$ cat src/rtl/tspbi_pkg.sv
`default_nettype none
package tspbi_pkg;
    localparam int SEG_N     = 4;
    localparam int SEG_W     = 128;
    localparam int MTY_W     = 4;
    localparam int MTY_ERR_W = 3;
    localparam int ADDR_W    = 8;
    localparam int DATA_W    = 32;

    localparam logic [ADDR_W-1:0] REG_STATUS = 8'h00;
    localparam logic [ADDR_W-1:0] REG_MASK   = 8'h04;
    localparam logic [ADDR_W-1:0] REG_CTRL   = 8'h08;
    localparam logic [ADDR_W-1:0] REG_STATE  = 8'h0C;

    localparam int EV_OVF  = 0;
    localparam int EV_UNF  = 1;
    localparam int EV_N    = 2;
    localparam int CTRL_RST = 0;

    localparam int ST_OVF_BIT = 0;
    localparam int ST_UNF_BIT = 1;
    localparam int ST_RDY_BIT = 2;
    localparam int ST_PKT_LSB = 3;

    localparam logic [EV_N-1:0]   MASK_RST  = 2'h0;
    localparam logic [DATA_W-1:0] RDATA_NONE = 32'h0;

    typedef enum logic [1:0] {
        TSPBI_IDLE  = 2'b00,
        TSPBI_INPKT = 2'b01,
        TSPBI_UNDER = 2'b10
    } tspbi_pkt_t;
endpackage
`default_nettype wire

$ cat src/rtl/tspbi_seg.sv
`default_nettype none
module tspbi_seg (
    input  wire logic                            ena,
    input  wire logic                            sop,
    input  wire logic                            eop,
    input  wire logic                            err,
    input  wire logic [tspbi_pkg::MTY_W-1:0]     mty,
    output logic                                 q_sop,
    output logic                                 q_eop,
    output logic                                 q_err,
    output logic      [tspbi_pkg::MTY_W-1:0]     q_mty
);
    import tspbi_pkg::*;

    always_comb begin
        q_sop = ena & sop;
        q_eop = ena & eop;
        q_err = ena & eop & err;
        q_mty = q_eop ? mty : '0;
        if (q_err) begin
            q_mty[MTY_ERR_W-1:0] = '0;
        end
    end
endmodule
`default_nettype wire

$ cat src/rtl/tspbi_top.sv
`default_nettype none
module tspbi_top #(
    parameter int NSEG = tspbi_pkg::SEG_N,
    parameter int DW   = tspbi_pkg::SEG_W
)(
    input  wire logic                                     sys_clk,
    input  wire logic                                     sys_rst,
    input  wire logic [NSEG-1:0][DW-1:0]                  seg_data,
    input  wire logic [NSEG-1:0]                          seg_ena,
    input  wire logic [NSEG-1:0]                          seg_sop,
    input  wire logic [NSEG-1:0]                          seg_eop,
    input  wire logic [NSEG-1:0]                          seg_err,
    input  wire logic [NSEG-1:0][tspbi_pkg::MTY_W-1:0]    seg_mty,
    output logic                                          tx_ready,
    output logic                                          tx_overflow,
    output logic                                          tx_underflow,
    output logic                                          line_valid,
    input  wire logic                                     line_ready,
    output logic      [NSEG-1:0][DW-1:0]                  line_data,
    output logic      [NSEG-1:0]                          line_sop,
    output logic      [NSEG-1:0]                          line_eop,
    output logic      [NSEG-1:0]                          line_err,
    output logic      [NSEG-1:0][tspbi_pkg::MTY_W-1:0]    line_mty,
    output logic                                          line_err_block,
    input  wire logic [tspbi_pkg::ADDR_W-1:0]             reg_addr,
    input  wire logic [tspbi_pkg::DATA_W-1:0]             reg_wdata,
    input  wire logic                                     reg_wr,
    input  wire logic                                     reg_rd,
    output logic      [tspbi_pkg::DATA_W-1:0]             reg_rdata,
    output logic                                          irq
);
    import tspbi_pkg::*;

    typedef struct packed {
        tspbi_pkt_t                  pkt;
        logic                        corrupt;
        logic                        rdy;
        logic                        ovf;
        logic                        unf;
        logic                        lv;
        logic [NSEG-1:0][DW-1:0]     ldata;
        logic [NSEG-1:0]             lsop;
        logic [NSEG-1:0]             leop;
        logic [NSEG-1:0]             lerr;
        logic [NSEG-1:0][MTY_W-1:0]  lmty;
        logic                        lerrblk;
        logic [EV_N-1:0]             sts;
        logic [EV_N-1:0]             msk;
        logic                        irq;
        logic [DATA_W-1:0]           rdata;
    } tspbi_state_t;

    tspbi_state_t state_ff;
    tspbi_state_t nxt_state;

    logic [NSEG-1:0]             q_sop;
    logic [NSEG-1:0]             q_eop;
    logic [NSEG-1:0]             q_err;
    logic [NSEG-1:0][MTY_W-1:0]  q_mty;

    // Per-segment qualifier masking
    genvar g;
    generate
        for (g = 0; g < NSEG; g++) begin : g_seg
            tspbi_seg u_seg (
                .ena   (seg_ena[g]),
                .sop   (seg_sop[g]),
                .eop   (seg_eop[g]),
                .err   (seg_err[g]),
                .mty   (seg_mty[g]),
                .q_sop (q_sop[g]),
                .q_eop (q_eop[g]),
                .q_err (q_err[g]),
                .q_mty (q_mty[g])
            );
        end
    endgenerate

    logic            accept;
    logic            any_ena;
    logic            in_pkt;
    logic            corrupt;
    logic            soft_rst;
    logic [EV_N-1:0] ev;

    always_comb begin
        nxt_state = state_ff;
        any_ena   = |seg_ena;
        soft_rst  = reg_wr && (reg_addr == REG_CTRL) && reg_wdata[CTRL_RST];
        ev        = '0;

        // Output beat is free or draining this cycle
        accept = !state_ff.lv || line_ready;
        if (state_ff.lv && line_ready) begin
            nxt_state.lv = 1'b0;
        end

        if (any_ena && !accept) begin
            nxt_state.ovf = 1'b1;
            ev[EV_OVF]    = 1'b1;
        end

        // Packet tracking, segment zero first
        in_pkt  = (state_ff.pkt != TSPBI_IDLE);
        corrupt = state_ff.corrupt;
        for (int s = 0; s < NSEG; s++) begin
            if (q_sop[s]) begin
                in_pkt  = 1'b1;
                corrupt = 1'b0;
            end
            if (q_eop[s]) begin
                in_pkt  = 1'b0;
            end
        end

        if (any_ena && accept) begin
            nxt_state.lv    = 1'b1;
            nxt_state.lsop  = q_sop;
            nxt_state.leop  = q_eop;
            nxt_state.lmty  = q_mty;
            for (int s = 0; s < NSEG; s++) begin
                nxt_state.ldata[s] = seg_ena[s] ? seg_data[s] : '0;
                nxt_state.lerr[s]  = q_err[s] || (q_eop[s] && state_ff.corrupt);
            end
        end

        nxt_state.unf = 1'b0;
        if (in_pkt && !any_ena && state_ff.rdy) begin
            nxt_state.unf = 1'b1;
            corrupt       = 1'b1;
            if (state_ff.pkt != TSPBI_UNDER) begin
                ev[EV_UNF] = 1'b1;
            end
        end
        nxt_state.corrupt = corrupt && in_pkt;

        case (state_ff.pkt)
            TSPBI_IDLE, TSPBI_INPKT, TSPBI_UNDER: begin
                if (nxt_state.unf) begin
                    nxt_state.pkt = TSPBI_UNDER;
                end else if (in_pkt) begin
                    nxt_state.pkt = TSPBI_INPKT;
                end else begin
                    nxt_state.pkt = TSPBI_IDLE;
                end
            end
            default: begin
                nxt_state.pkt = TSPBI_IDLE;
            end
        endcase

        nxt_state.lerrblk = (nxt_state.pkt == TSPBI_UNDER);

        nxt_state.rdy = !nxt_state.lv || line_ready;

        // Register writes; hardware set beats write-one clear
        if (reg_wr && reg_addr == REG_MASK) begin
            nxt_state.msk = reg_wdata[EV_N-1:0];
        end
        if (reg_wr && reg_addr == REG_STATUS) begin
            nxt_state.sts = state_ff.sts & ~reg_wdata[EV_N-1:0];
        end
        nxt_state.sts = nxt_state.sts | ev;

        if (soft_rst) begin
            nxt_state.ovf     = 1'b0;
            nxt_state.unf     = 1'b0;
            nxt_state.lv      = 1'b0;
            nxt_state.pkt     = TSPBI_IDLE;
            nxt_state.corrupt = 1'b0;
            nxt_state.lerrblk = 1'b0;
            nxt_state.rdy     = 1'b1;
        end

        nxt_state.irq = |(nxt_state.sts & nxt_state.msk);

        nxt_state.rdata = RDATA_NONE;
        if (reg_rd) begin
            case (reg_addr)
                REG_STATUS: nxt_state.rdata[EV_N-1:0] = state_ff.sts;
                REG_MASK:   nxt_state.rdata[EV_N-1:0] = state_ff.msk;
                REG_STATE: begin
                    nxt_state.rdata[ST_OVF_BIT] = state_ff.ovf;
                    nxt_state.rdata[ST_UNF_BIT] = state_ff.unf;
                    nxt_state.rdata[ST_RDY_BIT] = state_ff.rdy;
                    nxt_state.rdata[ST_PKT_LSB +: $bits(tspbi_pkt_t)] = state_ff.pkt;
                end
                default:    nxt_state.rdata = RDATA_NONE;
            endcase
        end
    end

    always_ff @(posedge sys_clk) begin
        if (sys_rst) begin
            state_ff         <= '0;
            state_ff.pkt     <= TSPBI_IDLE;
            state_ff.rdy     <= 1'b1;
            state_ff.msk     <= MASK_RST;
        end else begin
            state_ff <= nxt_state;
        end
    end

    assign tx_ready       = state_ff.rdy;
    assign tx_overflow    = state_ff.ovf;
    assign tx_underflow   = state_ff.unf;
    assign line_valid     = state_ff.lv;
    assign line_data      = state_ff.ldata;
    assign line_sop       = state_ff.lsop;
    assign line_eop       = state_ff.leop;
    assign line_err       = state_ff.lerr;
    assign line_mty       = state_ff.lmty;
    assign line_err_block = state_ff.lerrblk;
    assign reg_rdata      = state_ff.rdata;
    assign irq            = state_ff.irq;
endmodule
`default_nettype wire

$ cat config.mk
export PLATFORM = sky130hd
export DESIGN_NAME = tspbi_top
export DESIGN_NICKNAME = d
export VERILOG_FILES = /design/src/rtl/tspbi_pkg.sv /design/src/rtl/tspbi_seg.sv /design/src/rtl/tspbi_top.sv
export SDC_FILE = /design/constraint.sdc
export NUM_CORES = 1
export LEC_CHECK = 0
export BUFFER_PORTS_ARGS = -buffer_cell sky130_fd_sc_hd__buf_2
export CORE_AREA = 5 5 458 460
export CTS_BUF_LIST = sky130_fd_sc_hd__clkbuf_4 sky130_fd_sc_hd__clkbuf_8
export DETAILED_ROUTE_END_ITERATION = 12
export DIE_AREA = 0 0 463 465
export PLACE_DENSITY = 0.41
export SKIP_CTS_REPAIR_TIMING = 1
export SYNTH_ARGS = -nofsm -noshare
export SYNTH_HDL_FRONTEND = slang
export SYNTH_SLANG_ARGS = --single-unit
$ cat constraint.sdc
create_clock -name sys_clk -period 2.1 [get_ports sys_clk]
set_input_delay 0.63 -clock sys_clk [delete_from_list [all_inputs] [get_ports sys_clk]]
set_output_delay 0.63 -clock sys_clk [all_outputs]
set_load 0.02 [all_outputs]
## Word level (Yosys, flattened, before mapping)

Cells that the tools add are included.

| storage, ports and cells | value |
|---|---|
| register bits after elaboration | 585 |
| bits of input ports | 589 |

| cells by class | value |
|---|---|
| multiplexer cells | 37 |
| bitwise gates (word level) | 18 |
| reduce and logical (&&, ||, !) cells | 33 |
| equal/unequal tests | 7 |

Operator list:

| operator | count |
|---|---|
| two-way mux 541 bit | 1 |
| two-way mux 128 bit | 4 |
| two-way mux 1 bit | 19 |
| == test 8 x 4 -> 1 bit (second input constant) | 2 |
| two-way mux 4 bit | 4 |
| logical AND 1 bit | 14 |
| bitwise AND 1 bit | 12 |
| two-way mux 3 bit | 4 |
| == test 8 x 3 -> 1 bit (second input constant) | 1 |
| zero test 8 bit | 1 |
| two-way mux 2 bit | 4 |
| logical OR 1 bit | 6 |
| case mux 2 bit (3 select lines) | 1 |
| OR reduction 2 bit | 3 |
| OR reduction 3 bit | 2 |
| bitwise AND 2 bit | 2 |
| == test 2 bit (second input constant) | 2 |
| zero test 1 bit | 4 |
| OR reduction 4 bit | 1 |
| == test 2 x 1 -> 1 bit (second input constant) | 1 |
| zero test 2 bit | 1 |
| != test 2 bit (second input constant) | 1 |
| inverter 1 bit | 2 |
| inverter 2 bit | 1 |
| 2 further kinds | 2 |

## Longest topological paths before layout

| logic depth | value |
|---|---|
| depth in word-level cells | 15 |
| depth in mapped cells | 7 |

## Cells and area by module

Synthesis repeated with hierarchy kept, for this count alone.

| second synthesis, totals | value |
|---|---|
| cells, all modules | 2513 |
| area total of the unflattened synthesis | 25841.0 um2 |

Modules (own cells, without submodules):

| module | instances | cells each | area an instance (um2) |
|---|---|---|---|
| tspbi_top | 1 | 2485 | 25600.8 |
| tspbi_seg | 4 | 7 | 60.1 |

## Least setup slack after synthesis

No wires, ideal clock.

| timing path | value |
|---|---|
| path type | input -> register |
| from | input reg_addr[1] (netlist bit) |
| to | register state_ff (netlist bit irq) |
| arrival | 1.939 ns |
| setup time | 0.117 ns |
| data required time | 1.983 ns |
| setup slack | 0.044 ns |
| buffers on the path | 0 |
| stages | 5 |
| cell sequence | or4_1 -> nor3_2 -> mux2i_1 -> nor2_1 -> a22o_1 |

| on the way | value |
|---|---|
| cells in the longest elaborated chain, start to end | 6 |
| elaborated cells between the ends (all ways) | 9 |
| those cells by class | eq/ne (1); mux (2); bitwise (2); reduce/logical (4) |

Ends and longest elaborated chain:

| element | RTL line | text |
|---|---|---|
| start: declaration | tspbi_top.sv:25 | `input wire logic [tspbi_pkg::ADDR_W-1:0] reg_addr,` |
| zero test 8 bit | tspbi_top.sv:160 | `if (reg_wr && reg_addr == REG_STATUS) begin` |
| logical AND 1 bit | tspbi_top.sv:160 |  |
| two-way mux 2 bit | tspbi_top.sv:160 |  |
| bitwise OR 2 bit | tspbi_top.sv:163 | `nxt_state.sts = nxt_state.sts \| ev;` |
| bitwise AND 2 bit * | tspbi_top.sv:175 | `nxt_state.irq = \|(nxt_state.sts & nxt_state.msk);` |
| OR reduction 2 bit * | tspbi_top.sv:175 |  |
| end signal: assignment | tspbi_top.sv:200 | `state_ff <= nxt_state;` |
| end: declaration | tspbi_top.sv:53 | `tspbi_state_t state_ff;` |

Every way passes the cells marked *; elsewhere a longest branch is shown, timed or not.
A chain may end at the register's enable or synchronous reset.

## Worst setup path in the final report

| timing path | value |
|---|---|
| from | register state_ff (netlist bit tx_underflow) |
| to | output tx_underflow |

RTL lines:

| element | RTL line | text |
|---|---|---|
| end: declaration | tspbi_top.sv:16 | `output logic tx_underflow,` |

No word-level cell between the ends.

==> impl_metrics.csv <==
group,metric,value,unit
finish,final_area,39100,sq um
synthesis,synth-edff-count,0,
synthesis,synthAdderAreaFrac,0,%
clock_tree,tritoncts,"done",
floorplanning,die_y,465,microns
drt,wl_per_cell,22.0,microns
critical_path,cp_num_buf_inv,1,
critical_path,cp_data_arrival_time,1.41,ns
global_routing,grt_pass1_vias,20397,
critical_path,critPathMaxFanout,2,
timing,finalMaxSlewViolations,0,
critical_path,path_cells,"buf_6",
global_routing,overflow,0,
critical_path,startpoint_type,"register",
global_routing,antenna_found_initial,134,
timing,period_share,97.4,%
power,p_int,20.2,mW
critical_path,ff2ff_setup_slack,0.41,ns
timing,fmax,489,MHz
drt,ant_nets,0,
timing,worstMarginPinSlew,0.524,ns
critical_path,worstPathRequired,1.47,ns
synthesis,yosys-mux-area-fraction,0.162,%
global_routing,gr-usage-all-layers,12.2,%
synthesis,async_flop_share,0,%
critical_path,startpoint,"tx_underflow",
outcome,status,"finished, final reports clean",
drt,via_per_inst,3.46,
synthesis,netlist.area_leader.share,45.2,%
power,peakVddDrop,466,uV
synthesis,synth_compound_area_share,20.7,%
synthesis,ys_ff_latch,558,
flow_run,maxCapViolations,0,
placed_design,dpl.cell_count,5729,
timing,tns,0,ns
synthesis,netlist_instances,2497,
timing,rsz0062_at_grt,"yes",
drt,firstDrtPassIters,5,
floorplanning,fp.dieArea,215000,sq um
finish,n_fill_cell,22788,
floorplanning,coreArea,206000,sq um
critical_path,path_class,"reg -> out",
timing,slew_headroom,65.1,%
global_routing,grt_pass1_wl,181,mm
power,pwr-share-comb,18.5,%
timing,worst_clock_skew,0.0606,ns
critical_path,ff2ff_path_depth,5,
finish,final_core_util,19.0,%
synthesis,synthSimpleGateAreaFrac,11.3,%
clock_tree,cts_root_buffer,"clkbuf_8",
synthesis,synth_largest_area_cell,"dfxtp_1",
synthesis,synth_xor_xnor_area_share,0,%
synthesis,synth.area.top_cells,"dfxtp_1, buf_4, a22oi_2, a22oi_1, nor2_1",
placed_design,post_dp_cell_area,29800,sq um
drt,drc,0,
placed_design,port-buffer-count,1109,
clock_tree,clockBufferDepth,3,
synthesis,synth_top_family_by_area,"buffers and inverters",
worst_hold_path,hp-start,"seg_data[492]",
power,clkPwrFrac,41.5,%
synthesis,ys_types,41,
critical_path,slowest_stage,"dfxtp_4",
finish,drive_above_1_share,56.6,%
synthesis,netlist_area,24700,sq um
power,power,28.8,mW
finish,multi_input_area,8080,sq um
global_routing,grt_max_degree,100,
critical_path,reg2reg_to,"line_mty[15]",
finish,instances_no_fill,6403,
clock_tree,clk_latency,0.85,ns
worst_hold_path,hp-class,"in -> reg",
finish,regArea,11600,sq um
clock_tree,h-tree-depth,3,
synthesis,yosys_warnings,0,
finish,area_growth_syn_to_layout,58.2,%
timing,setup_viol,0,
drt,vias,22170,
synthesis,synthFlopType,"dfxtp_1",
critical_path,worstSetupEndpoint,"tx_underflow",
power,power.switching,8.61,mW
clock_tree,cts_buffers,108,
critical_path,crit_cells,1,
synthesis,yosysSeqAreaShare,45.2,%
critical_path,max_stage_delay,0.42,ns
power,p_leak,16.3,nW
power,p_sw_share,29.9,%
power,p_per_area,737,nW/um^2
timing,hold_viol,0,
timing,period_needed,2.04,ns
drt,drt_iter0_drc,1277,
floorplanning,start_util,12.0,%
clock_tree,clkSinkCount,558,
floorplanning,die_width,463,microns
placed_design,routabilityCongestion,0.900,
clock_tree,clk_pin_slew,0.06,ns
synthesis,syn_avg_cell_area,9.89,sq um
floorplanning,rows,167,
placed_design,dp_hpwl,116,mm
critical_path,reg2reg_from,"line_valid",
critical_path,endpoint_kind,"output port",
power,p_seq_share,39.9,%
finish,fin_nets,4170,
critical_path,cpLargestDelayFamily,"flip-flops",
floorplanning,ios,1167,
drt,routed_wirelength,141,mm
metal layers:
layer  track usage, %  vias up  part of all wire, %
li1                 -    10222                    -
met1             13.2    10395                   40
met2             19.5     1136                   45
met3             7.63      311                   10
met4             4.46      106                  4.2
met5                0        -                 0.47
area by class of cell:
type	instances	area share, %
Clock buffer	164	5.26
Antenna cell	42	0.269
Clock inverter	22	0.650
Timing Repair Buffer	1701	34.9
Inverter	3	0.0288
Sequential cell	558	29.6
Tap cell	2704	8.66
Multi-Input combinational cell	1209	20.7
how the worst min path moves through the flow:
stage / end / slack, ns / cells after the start
after CTS: line_data[432] / -0.18 / 3
after detailed placement: line_mty[6] / 0.45 / 2
after floorplan: line_mty[0] / 0.43 / 2
after global placement: line_mty[0] / 0.44 / 2
after global routing: line_data[492] / 0.0002 / 3
final: line_data[492] / 0.05 / 3
cell families (layout without fill, tap and decap cells):
family                 count (synthesis)  count (layout)
flip-flops                           558             558
other                                  1              69
AO/OA/AOI/OAI                        559             559
AND/OR/NAND/NOR                      619             619
multiplexers                           4               4
buffers and inverters                756            1890
state kept, by name, indices dropped and copies added, names as in the netlist:
name	cells
line_eop	4
irq	1
line_sop	4
tx_underflow	1
line_valid	1
line_data	512
line_mty	16
state_ff	7
line_err	4
tx_overflow	1
reg_rdata	5
line_err_block	1
tx_ready	1
power groups by stage:
stage,Combinational (mW),Sequential (mW),Clock (mW)
5_1_grt,5.72,11.5,13.0
3_3_place_gp,4.29,11.6,0
4_1_cts,4.32,11.4,12.7
6_report,5.34,11.5,12.0
3_5_place_dp,4.31,11.6,0
2_1_floorplan,2.95,11.5,0
cell usage after synthesis, drive strengths merged (2+ instances only):
master,count
nand4,4
nand2,30
buf,656
and2,7
a22oi,512
a31oi,3
inv,3
a22o,2
dfxtp,558
a211oi,2
clkbuf,97
nor3,7
a21oi,31
nor2,547
nor2b,2
mux2i,4
nand3,15
per-stage QoR:
step / worst slack, ns / hold WS (ns)
6_report: 0.0555 / 0.0544
5_1_grt: -0.0939 / 0.000177
4_1_cts: -0.518 / -0.182
3_5_place_dp: -0.367 / 0.445
3_3_place_gp: -0.357 / 0.441
2_1_floorplan: 0.0438 / 0.432
placed cells by master (no fill, tap or decap), drive strengths merged, types with 3 or more instances in the layout:
cell,count
nand2,30
and2,7
dlygate4sd3,438
mux2i,4
buf,1257
conb,27
nor3,7
nand4,4
clkinv,13
clkbuf,170
nor2,547
a22oi,512
a31oi,3
inv,7
a21oi,31
dfxtp,558
bufinv,3
nand3,15
diode,42
Note: power is estimated with default switching activity, not from simulation.
